==> config.mk <==
export PLATFORM = sky130hd
export DESIGN_NAME = fcfc_top
export DESIGN_NICKNAME = d
export VERILOG_FILES = /design/src/fcfc_edge_decoder.v /design/src/fcfc_top.v
export VERILOG_INCLUDE_DIRS = /design/src /design/src/shared
export SDC_FILE = /design/constraint.sdc
export NUM_CORES = 1
export LEC_CHECK = 0
export BUFFER_PORTS_ARGS = -buffer_cell sky130_fd_sc_hd__buf_2
export CORE_MARGIN = 2
export CORE_UTILIZATION = 25
export DETAILED_ROUTE_END_ITERATION = 12
export PLACE_DENSITY = 0.45
export SKIP_LAST_GASP = 1
export SYNTH_ARGS = -nofsm -noshare
export SYNTH_HDL_FRONTEND = slang
export SYNTH_HIERARCHICAL = 1
export SYNTH_SLANG_ARGS = --single-unit
==> constraint.sdc <==
create_clock -name i_clk -period 6.5 [get_ports i_clk]
set_input_delay 0.65 -clock i_clk [delete_from_list [all_inputs] [get_ports i_clk]]
set_output_delay 0.65 -clock i_clk [all_outputs]
set_load 0.05 [all_outputs]
==> src/shared/fcfc_defs.vh <==
// Purpose: Constants of the fully closed feedback counter.
// Assumes: Included by bare name from the design files.
// Notes: Byte offsets on the APB register bus, reset values and field positions.
`ifndef FCFC_DEFS_VH
`define FCFC_DEFS_VH

// ----------------------------------------------------------------------
// Register byte offsets
// ----------------------------------------------------------------------
`define FCFC_A_TYPE 8'h00
`define FCFC_A_NUM 8'h04
`define FCFC_A_DEN 8'h08
`define FCFC_A_DIR 8'h0C
`define FCFC_A_ZCHK 8'h10
`define FCFC_A_OVF 8'h14
`define FCFC_A_CLR 8'h18
`define FCFC_A_MROT 8'h1C
`define FCFC_A_MAXSPD 8'h20
`define FCFC_A_CTRL 8'h24
`define FCFC_A_STAT 8'h28
`define FCFC_A_MASK 8'h2C
`define FCFC_A_ERR 8'h30
`define FCFC_A_EXTMON 8'h34

// ----------------------------------------------------------------------
// Field widths and reset values
// ----------------------------------------------------------------------
`define FCFC_W_TYPE 2
`define FCFC_W_NUM 21
`define FCFC_W_OVF 28
`define FCFC_W_CLR 7
`define FCFC_W_SPD 16
`define FCFC_W_STAT 3
`define FCFC_R_TYPE 2'h0
`define FCFC_R_NUM 21'h000000
`define FCFC_R_DEN 21'h002710
`define FCFC_R_OVF 28'h0003E80
`define FCFC_R_CLR 7'h00
`define FCFC_R_MAXSPD 16'hFFFF

// ----------------------------------------------------------------------
// Encodings and field positions
// ----------------------------------------------------------------------
`define FCFC_T_QUAD 2'h0
`define FCFC_T_SER 2'h1
`define FCFC_S_DEV 0
`define FCFC_S_ACC 1
`define FCFC_S_ZLOSS 2
`define FCFC_C_REINIT 0

`endif

==> src/fcfc_edge_decoder.v <==
// Purpose: Turns external encoder pins into count-up, count-down and index pulses.
// Assumes: All pins are asynchronous to i_clk.
// Notes: Quadrature decoding is by four; serial type gives one count per rising step edge.
`timescale 1ns/100ps
`include "fcfc_defs.vh"

module fcfc_edge_decoder (
  input wire i_clk,
  input wire i_arst_n,
  input wire [1:0] i_type,
  input wire i_pha,
  input wire i_phb,
  input wire i_phz,
  input wire i_ser_step,
  input wire i_ser_dir,
  output reg o_up,
  output reg o_down,
  output reg o_zedge
);

  // ----------------------------------------------------------------------
  // Synchronisers
  // ----------------------------------------------------------------------
  reg [4:0] meta_q;
  reg [4:0] sync_q;
  reg [4:0] prev_q;
  wire a = sync_q[0];
  wire b = sync_q[1];
  wire mv = (a ^ prev_q[0]) ^ (b ^ prev_q[1]);
  wire step = sync_q[3] & ~prev_q[3];

  always @(posedge i_clk or negedge i_arst_n) begin
    if (!i_arst_n) begin
      meta_q <= 5'h00;
      sync_q <= 5'h00;
      prev_q <= 5'h00;
      o_up <= 1'b0;
      o_down <= 1'b0;
      o_zedge <= 1'b0;
    end else begin
      meta_q <= {i_ser_dir, i_ser_step, i_phz, i_phb, i_pha};
      sync_q <= meta_q;
      prev_q <= sync_q;
      o_zedge <= sync_q[2] & ~prev_q[2];
      if (i_type == `FCFC_T_QUAD) begin
        // Phase A leading phase B counts up.
        o_up <= mv & (a ^ prev_q[1]);
        o_down <= mv & ~(a ^ prev_q[1]);
      end else if (i_type == `FCFC_T_SER) begin
        o_up <= step & ~sync_q[4];
        o_down <= step & sync_q[4];
      end else begin
        // The reserved codes 2 and 3 count nothing.
        o_up <= 1'b0;
        o_down <= 1'b0;
      end
    end
  end

endmodule // fcfc_edge_decoder

==> src/fcfc_top.v <==
// Purpose: Fully closed loop feedback counter with APB registers.
// Assumes: Motor encoder steps come from logic on i_clk; encoder pins are asynchronous.
// Notes: Settings other than speed limit and mask take effect on a re-initialisation command, standing in for a power cycle.
//
// Behaviour
// - Type 0 selects the quadrature input and type 1 the serial incremental input.
// - With no reversal, the external count rises for counterclockwise and falls for clockwise.
// - Direction switch 0 counts pulses as they come and 1 inverts the count direction.
// - Rotation direction setting 1 makes the monitored total count opposite to the count.
// - A speed command above the motor maximum raises an acceleration error.
// - External counts enter the position error scaled by numerator over denominator, defaults 0 and 10000.
// - A numerator of 0 uses the motor encoder resolution per rotation instead.
// - For quadrature input, index loss detection runs when its setting is 0, not when 1.
// - The motor minus external position error is kept and overflow beyond the level errors.
// - The position error clears each time the motor completes the set rotation count.
`timescale 1ns/100ps
`include "fcfc_defs.vh"

module fcfc_top #(
  parameter [20:0] MOT_RES = 21'h020000,
  parameter [20:0] ZLOSS_PULSES = 21'h010000
) (
  input wire i_clk,
  input wire i_arst_n,
  input wire i_psel,
  input wire i_penable,
  input wire i_pwrite,
  input wire [7:0] i_paddr,
  input wire [31:0] i_pwdata,
  output reg o_pready,
  output reg [31:0] o_prdata,
  output reg o_pslverr,
  input wire i_pha,
  input wire i_phb,
  input wire i_phz,
  input wire i_ser_step,
  input wire i_ser_dir,
  input wire i_mot_step,
  input wire i_mot_dir,
  input wire [15:0] i_speed_cmd,
  output reg o_irq
);

  // ----------------------------------------------------------------------
  // Written settings and settings in use
  // ----------------------------------------------------------------------
  reg [1:0] type_q;
  reg [20:0] num_q;
  reg [20:0] den_q;
  reg dir_q;
  reg zchk_q;
  reg [27:0] ovf_q;
  reg [6:0] clr_q;
  reg mrot_q;
  reg [15:0] maxspd_q;
  reg [2:0] stat_q;
  reg [2:0] mask_q;
  reg [1:0] a_type_q;
  reg [20:0] a_num_q;
  reg [20:0] a_den_q;
  reg a_dir_q;
  reg a_zchk_q;
  reg [27:0] a_ovf_q;
  reg [6:0] a_clr_q;
  reg a_mrot_q;
  reg reinit_q;

  // ----------------------------------------------------------------------
  // Counting state
  // ----------------------------------------------------------------------
  reg signed [31:0] err_q;
  reg signed [31:0] err_d;
  reg signed [31:0] rem_q;
  reg signed [31:0] rem_d;
  reg signed [31:0] extmon_q;
  reg [20:0] step_q;
  reg [6:0] rot_q;
  reg [20:0] zcnt_q;
  reg conv_up;
  reg conv_dn;
  reg [2:0] ev;
  reg clr_now;

  wire ext_up;
  wire ext_dn;
  wire zedge;
  wire cnt_up = a_dir_q ? ext_dn : ext_up;
  wire cnt_dn = a_dir_q ? ext_up : ext_dn;
  wire [20:0] eff_num = (a_num_q == `FCFC_R_NUM) ? MOT_RES : a_num_q;
  wire signed [31:0] num_s = {11'h000, eff_num};
  wire signed [31:0] den_s = {11'h000, a_den_q};
  wire signed [31:0] ovf_s = {4'h0, a_ovf_q};
  wire psel_acc = i_psel & i_penable;
  wire acc = psel_acc & o_pready;
  wire wr = acc & i_pwrite;

  fcfc_edge_decoder u_dec (
    .i_clk(i_clk),
    .i_arst_n(i_arst_n),
    .i_type(a_type_q),
    .i_pha(i_pha),
    .i_phb(i_phb),
    .i_phz(i_phz),
    .i_ser_step(i_ser_step),
    .i_ser_dir(i_ser_dir),
    .o_up(ext_up),
    .o_down(ext_dn),
    .o_zedge(zedge)
  );

  // ----------------------------------------------------------------------
  // Scaling and error arithmetic
  // ----------------------------------------------------------------------
  // The remainder drains one motor unit per cycle, so a burst of external
  // pulses with a large ratio is spread over later cycles instead of lost.
  always @* begin
    rem_d = rem_q;
    if (cnt_up) begin
      rem_d = rem_q + num_s;
    end else if (cnt_dn) begin
      rem_d = rem_q - num_s;
    end
    conv_up = 1'b0;
    conv_dn = 1'b0;
    if (rem_d >= den_s) begin
      rem_d = rem_d - den_s;
      conv_up = 1'b1;
    end else if (rem_d <= -den_s) begin
      rem_d = rem_d + den_s;
      conv_dn = 1'b1;
    end
  end

  always @* begin
    clr_now = 1'b0;
    if (a_clr_q != `FCFC_R_CLR && rot_q == a_clr_q) begin
      clr_now = 1'b1;
    end
    err_d = err_q;
    if (i_mot_step) begin
      err_d = i_mot_dir ? err_d - 32'sd1 : err_d + 32'sd1;
    end
    if (conv_up) begin
      err_d = err_d - 32'sd1;
    end else if (conv_dn) begin
      err_d = err_d + 32'sd1;
    end
    if (clr_now) begin
      err_d = 32'sd0;
    end
  end

  // ----------------------------------------------------------------------
  // Event detection
  // ----------------------------------------------------------------------
  always @* begin
    ev = 3'h0;
    ev[`FCFC_S_DEV] = (err_q > ovf_s) || (err_q < -ovf_s);
    ev[`FCFC_S_ACC] = (i_speed_cmd > maxspd_q);
    ev[`FCFC_S_ZLOSS] = (a_type_q == `FCFC_T_QUAD) && !a_zchk_q
      && (zcnt_q >= ZLOSS_PULSES);
  end

  always @(posedge i_clk or negedge i_arst_n) begin
    if (!i_arst_n) begin
      err_q <= 32'sd0;
      rem_q <= 32'sd0;
      extmon_q <= 32'sd0;
      step_q <= 21'h000000;
      rot_q <= 7'h00;
      zcnt_q <= 21'h000000;
    end else if (reinit_q) begin
      err_q <= 32'sd0;
      rem_q <= 32'sd0;
      extmon_q <= 32'sd0;
      step_q <= 21'h000000;
      rot_q <= 7'h00;
      zcnt_q <= 21'h000000;
    end else begin
      err_q <= err_d;
      rem_q <= rem_d;
      // The monitored total runs against the count when set to 1.
      if (cnt_up ^ a_mrot_q & (cnt_up | cnt_dn)) begin
        extmon_q <= extmon_q + 32'sd1;
      end else if (cnt_up | cnt_dn) begin
        extmon_q <= extmon_q - 32'sd1;
      end
      if (clr_now) begin
        rot_q <= 7'h00;
      end else if (i_mot_step && step_q == MOT_RES - 21'h000001) begin
        rot_q <= rot_q + 7'h01;
      end
      if (i_mot_step) begin
        step_q <= (step_q == MOT_RES - 21'h000001) ? 21'h000000 : step_q + 21'h000001;
      end
      if (zedge) begin
        zcnt_q <= 21'h000000;
      end else if ((ext_up | ext_dn) && zcnt_q != ZLOSS_PULSES) begin
        zcnt_q <= zcnt_q + 21'h000001;
      end
    end
  end

  // ----------------------------------------------------------------------
  // APB register file
  // ----------------------------------------------------------------------
  reg mapped;
  reg [31:0] rd;

  always @* begin
    mapped = 1'b1;
    rd = 32'h00000000;
    case (i_paddr)
      `FCFC_A_TYPE: rd[1:0] = type_q;
      `FCFC_A_NUM: rd[20:0] = num_q;
      `FCFC_A_DEN: rd[20:0] = den_q;
      `FCFC_A_DIR: rd[0] = dir_q;
      `FCFC_A_ZCHK: rd[0] = zchk_q;
      `FCFC_A_OVF: rd[27:0] = ovf_q;
      `FCFC_A_CLR: rd[6:0] = clr_q;
      `FCFC_A_MROT: rd[0] = mrot_q;
      `FCFC_A_MAXSPD: rd[15:0] = maxspd_q;
      `FCFC_A_CTRL: rd = 32'h00000000;
      `FCFC_A_STAT: rd[2:0] = stat_q;
      `FCFC_A_MASK: rd[2:0] = mask_q;
      `FCFC_A_ERR: rd = err_q;
      `FCFC_A_EXTMON: rd = extmon_q;
      default: mapped = 1'b0;
    endcase
  end

  // Every access takes one wait state, so pready comes from a flop.
  always @(posedge i_clk or negedge i_arst_n) begin
    if (!i_arst_n) begin
      o_pready <= 1'b0;
      o_prdata <= 32'h00000000;
      o_pslverr <= 1'b0;
    end else begin
      o_pready <= psel_acc & ~o_pready;
      if (psel_acc & ~o_pready) begin
        o_prdata <= i_pwrite ? 32'h00000000 : rd;
        o_pslverr <= ~mapped;
      end else begin
        o_prdata <= 32'h00000000;
        o_pslverr <= 1'b0;
      end
    end
  end

  always @(posedge i_clk or negedge i_arst_n) begin
    if (!i_arst_n) begin
      type_q <= `FCFC_R_TYPE;
      num_q <= `FCFC_R_NUM;
      den_q <= `FCFC_R_DEN;
      dir_q <= 1'b0;
      zchk_q <= 1'b0;
      ovf_q <= `FCFC_R_OVF;
      clr_q <= `FCFC_R_CLR;
      mrot_q <= 1'b0;
      maxspd_q <= `FCFC_R_MAXSPD;
      mask_q <= 3'h0;
      reinit_q <= 1'b0;
    end else begin
      reinit_q <= wr && i_paddr == `FCFC_A_CTRL && i_pwdata[`FCFC_C_REINIT];
      if (wr) begin
        case (i_paddr)
          `FCFC_A_TYPE: type_q <= i_pwdata[1:0];
          `FCFC_A_NUM: num_q <= i_pwdata[20:0];
          `FCFC_A_DEN: den_q <= i_pwdata[20:0];
          `FCFC_A_DIR: dir_q <= i_pwdata[0];
          `FCFC_A_ZCHK: zchk_q <= i_pwdata[0];
          `FCFC_A_OVF: ovf_q <= i_pwdata[27:0];
          `FCFC_A_CLR: clr_q <= i_pwdata[6:0];
          `FCFC_A_MROT: mrot_q <= i_pwdata[0];
          `FCFC_A_MAXSPD: maxspd_q <= i_pwdata[15:0];
          `FCFC_A_MASK: mask_q <= i_pwdata[2:0];
          default: mask_q <= mask_q;
        endcase
      end
    end
  end

  // Settings in use change only on re-initialisation.
  always @(posedge i_clk or negedge i_arst_n) begin
    if (!i_arst_n) begin
      a_type_q <= `FCFC_R_TYPE;
      a_num_q <= `FCFC_R_NUM;
      a_den_q <= `FCFC_R_DEN;
      a_dir_q <= 1'b0;
      a_zchk_q <= 1'b0;
      a_ovf_q <= `FCFC_R_OVF;
      a_clr_q <= `FCFC_R_CLR;
      a_mrot_q <= 1'b0;
    end else if (reinit_q) begin
      a_type_q <= type_q;
      a_num_q <= num_q;
      a_den_q <= (den_q == 21'h000000) ? `FCFC_R_DEN : den_q;
      a_dir_q <= dir_q;
      a_zchk_q <= zchk_q;
      a_ovf_q <= (ovf_q == 28'h0000000) ? `FCFC_R_OVF : ovf_q;
      a_clr_q <= clr_q;
      a_mrot_q <= mrot_q;
    end
  end

  // ----------------------------------------------------------------------
  // Sticky status and interrupt
  // ----------------------------------------------------------------------
  // A new event in the clearing cycle wins over the write of one.
  always @(posedge i_clk or negedge i_arst_n) begin
    if (!i_arst_n) begin
      stat_q <= 3'h0;
      o_irq <= 1'b0;
    end else begin
      if (wr && i_paddr == `FCFC_A_STAT) begin
        stat_q <= (stat_q & ~i_pwdata[2:0]) | ev;
      end else begin
        stat_q <= stat_q | ev;
      end
      o_irq <= |(stat_q & mask_q);
    end
  end

endmodule // fcfc_top

==> results.py <==
metrics = {
    "outcome": {
        "outcome": "completed",
    },
    "power": {
        "seqPwrFrac": 0.235,
        "switchingPower_uw": 6348,
        "combPwrFrac": 0.574,
        "leakage_uw": 0.01501,
        "p_clk_frac": 0.191,
        "peakVddDrop_uv": 216.3,
        "netSwitchingFraction": 0.4479,
        "internal_power_uw": 7825,
        "power_density_nw_per_um2": 410.3,
    },
    "clocking": {
        "clk_path_buf_depth": 3,
        "cts_tree": "done",
        "clock_latency_ps": 620,
        "cts_root_buf": "clkbuf_16",
        "postCtsHoldBufs": 0,
        "clock_sinks": 384,
        "path_clk_slew_ps": 60,
        "cts_max_level": 2,
        "numCtsBuffers": 47,
    },
    "routing": {
        "dr.first_iter.drc_count": 1950,
        "drt-pass1-iter-count": 6,
        "ant_nets": 0,
        "detail_route.vias_per_cell": 5.157,
        "wirelength_um": 106100,
        "vias": 26310,
        "drc": 0,
        "post_drt_wl_per_cell_um": 20.80,
    },
    "logic_synthesis": {
        "muxShareOfSynthArea": 0.05968,
        "synth_top_family_by_area": "compound AO/OA/AOI/OAI gates",
        "ys_warn_count": 6,
        "synth_compound_gate_area_share": 0.2112,
        "synth_flop_cell": "dfrtp_1",
        "netlist_area_um2": 29240,
        "synth_fa_ha_area_frac": 0.1153,
        "synth.ff_latch_count": 384,
        "syn_avg_cell_area_um2": 8.743,
        "synth-simple-area-share": 0.1943,
        "synth_enable_flop_cells": 0,
        "synthXorXnorAreaFrac": 0.04522,
        "synth_nets": 3679,
        "async_flop_share": 1.000,
        "ys_types": 101,
        "ys_seq_area_frac": 0.3302,
        "postSynthCellCount": 3345,
    },
    "floorplan": {
        "core_um2": 116000,
        "io_pins": 103,
        "die-area_um2": 119700,
        "start_util": 0.2520,
        "rows": 125,
        "chipWidth_um": 346.0,
        "die_h_um": 346.0,
    },
    "timing": {
        "fin_ws_ps": 258.7,
        "drv_slew": 0,
        "period_share": 0.9602,
        "slew_headroom": 0.2267,
        "timing.fmax_mhz": 160.2,
        "finalHoldWorstSlack_ps": 77.70,
        "skew_ps": 25.37,
        "finalHoldViolCount": 0,
        "worst_pin_slew_ps": 1160,
        "post-route-min-period_ps": 6241,
        "setup_viol": 0,
    },
    "setup_path": {
        "crit_top_cell": "buf_4",
        "arrival_ps": 6780,
        "critPathRequiredTime_ps": 7040,
        "r2r_cells": 28,
        "cpPeakStageDelay_ps": 620,
        "critical_path.endpoint_type": "flip-flop",
        "cp_max_fo": 9,
        "critPathSlowestCell": "or4b_2",
        "crit_path_start_kind": "flip-flop",
        "crit_type": "reg2reg",
    },
    "grt": {
        "antenna_found_initial": 7,
        "overflow": 0,
        "grt_usage": 0.1724,
        "first_global_vias": 25870,
        "grt_max_degree": 120,
        "grt_pass1_wl_um": 160800,
    },
    "job": {
        "max_cap_viol_count": 0,
    },
    "place": {
        "preCtsSetupSlack_ps": -44.63,
        "gp_congestion": 0.8502,
        "port_buffers": 98,
        "dp_hpwl_um": 80430,
    },
    "finish": {
        "diodes": 0,
        "syn_to_final_growth_pct": 18.11,
        "layout.nets": 3872,
        "drive_gt1_frac": 0.1792,
    },
    "hold_path": {
        "hold_class": "in2async",
    },
}
[stage by stage]
step	std cells	power [uW]	utilization	TNS, ps	area (um^2)
detailed placement	4997	11120	0.2802	-172.5	32520
global placement	4997	11120	0.2802	-568.7	32520
finish	5101	14170	0.2976	0	34540
global route	5101	15340	0.2976	-1121	34540
CTS	5085	13940	0.2939	0	34110
floorplan	3345	8448	-	0	29240
[state kept, by name, summed over array words and instances (netlist names), 28 cells and up]
name,count
a_ovf_q,28
ovf_q,28
rem_q,32
extmon_q,32
err_q,32
o_prdata,32
[area by class of cell]
cell class	instances	area (um^2)
Clock buffer	66	1348
Clock inverter	22	221.5
Fill cell	12470	81510
Inverter	173	649.4
Multi-Input combinational cell	2639	18620
Sequential cell	384	9661
Tap cell	1524	1907
Timing Repair Buffer	293	2137
[routing by layer]
metal / global-route usage / share of wire
met1: 0.2486 / 0.49
met2: 0.2614 / 0.43
met3: 0.02782 / 0.052
met4: 0.05410 / 0.031
met5: 0 / 0.00045
[worst paths after layout]
| path | slack (ps) | end | from |
|---|---|---|---|
| max in group asynchronous | 4890 | o_prdata[23]$_DFF_PN0_ | i_arst_n |
| setup / recovery | 260 | rem_q[27]$_DFF_PN0_ | rem_q[0]$_DFF_PN0_ |
| hold reg to reg | 350 | u_dec/sync_q[3]$_DFF_PN0_ | u_dec/meta_q[3]$_DFF_PN0_ |
| setup reg to reg | 260 | rem_q[27]$_DFF_PN0_ | rem_q[0]$_DFF_PN0_ |
| hold / removal | 80 | u_dec/meta_q[2]$_DFF_PN0_ | i_arst_n |
| min in group i_clk | 130 | u_dec/meta_q[4]$_DFF_PN0_ | i_ser_dir |
[synth_stat cells, drive strengths merged (18+ instances only)]
| master | instances | area, um^2 |
|---|---|---|
| xor2 | 44 | 385.4 |
| dfrtp | 346 | 8658 |
| mux2i | 27 | 270.3 |
| or2 | 18 | 112.6 |
| and2 | 29 | 181.4 |
| clkbuf | 117 | 441.7 |
| xnor2 | 107 | 937.2 |
| nand3 | 88 | 440.4 |
| mux2 | 131 | 1475 |
| nor4 | 57 | 356.6 |
| nand2 | 286 | 1074 |
| o211ai | 22 | 165.2 |
| a21oi | 213 | 1070 |
| buf | 33 | 196.4 |
| a21o | 78 | 585.6 |
| o21a | 30 | 225.2 |
| ha | 260 | 3253 |
| a211oi | 35 | 262.8 |
| a31oi | 40 | 250.2 |
| and3 | 50 | 312.8 |
| nand4 | 54 | 337.8 |
| o21bai | 28 | 210.2 |
| or3 | 35 | 219.0 |
| nand2b | 35 | 219.0 |
| nor2 | 308 | 1156 |
| dfstp | 38 | 998.5 |
| a221oi | 21 | 190.2 |
| inv | 171 | 641.9 |
| nor3 | 68 | 340.3 |
| nor2b | 58 | 362.9 |
| a22oi | 59 | 442.9 |
| o21ai | 183 | 923.4 |
[cell families after synthesis]
kind of cell,after synthesis
buffers and inverters,323
and+or+nand+nor,1153
AOI/OAI and AO/OA,910
muxes,158
xor gates and xnor gates,151
adders and majority gates,266
DFF,384
[power by group through the flow]
stage	sequential, uW	clock, uW	combinational [uW]
after floorplan	3070	0	5380
after global placement	3380	0	7750
after detailed placement	3370	0	7740
after CTS	3330	2780	7820
final	3330	2710	8130
after global routing	3380	2890	9080
[layout by cell type (no fill, tap or decap), drive strengths merged, types with 58 or more instances in the layout]
cell and count:
nor2b 58, inv 174, nand2 286, nor2 308, nand3 88, o21ai 183, ha 260, clkbuf 69
a21oi 214, buf 290, xnor2 107, a22oi 59, mux2 131, dfrtp 346, nor3 68, a21o 78
[worst max-delay path, delay by kind of cell (launching register included)]
kind | cells | cell delay (ps)
adder cells (fa/ha/maj) | 3 | 850
AND/OR/NAND/NOR | 7 | 2080
flip-flops | 1 | 380
buffers and inverters | 8 | 1190
AO/OA/AOI/OAI | 10 | 1640
[repair_timing]
item                       in CTS  in global routing
pin swaps                       0                 18
gates cloned                    0                  4
buffers inserted                0                 12
gates resized for setup         4                 53
setup endpoints to repair      11                 64
(Power assumes the default switching activity.)
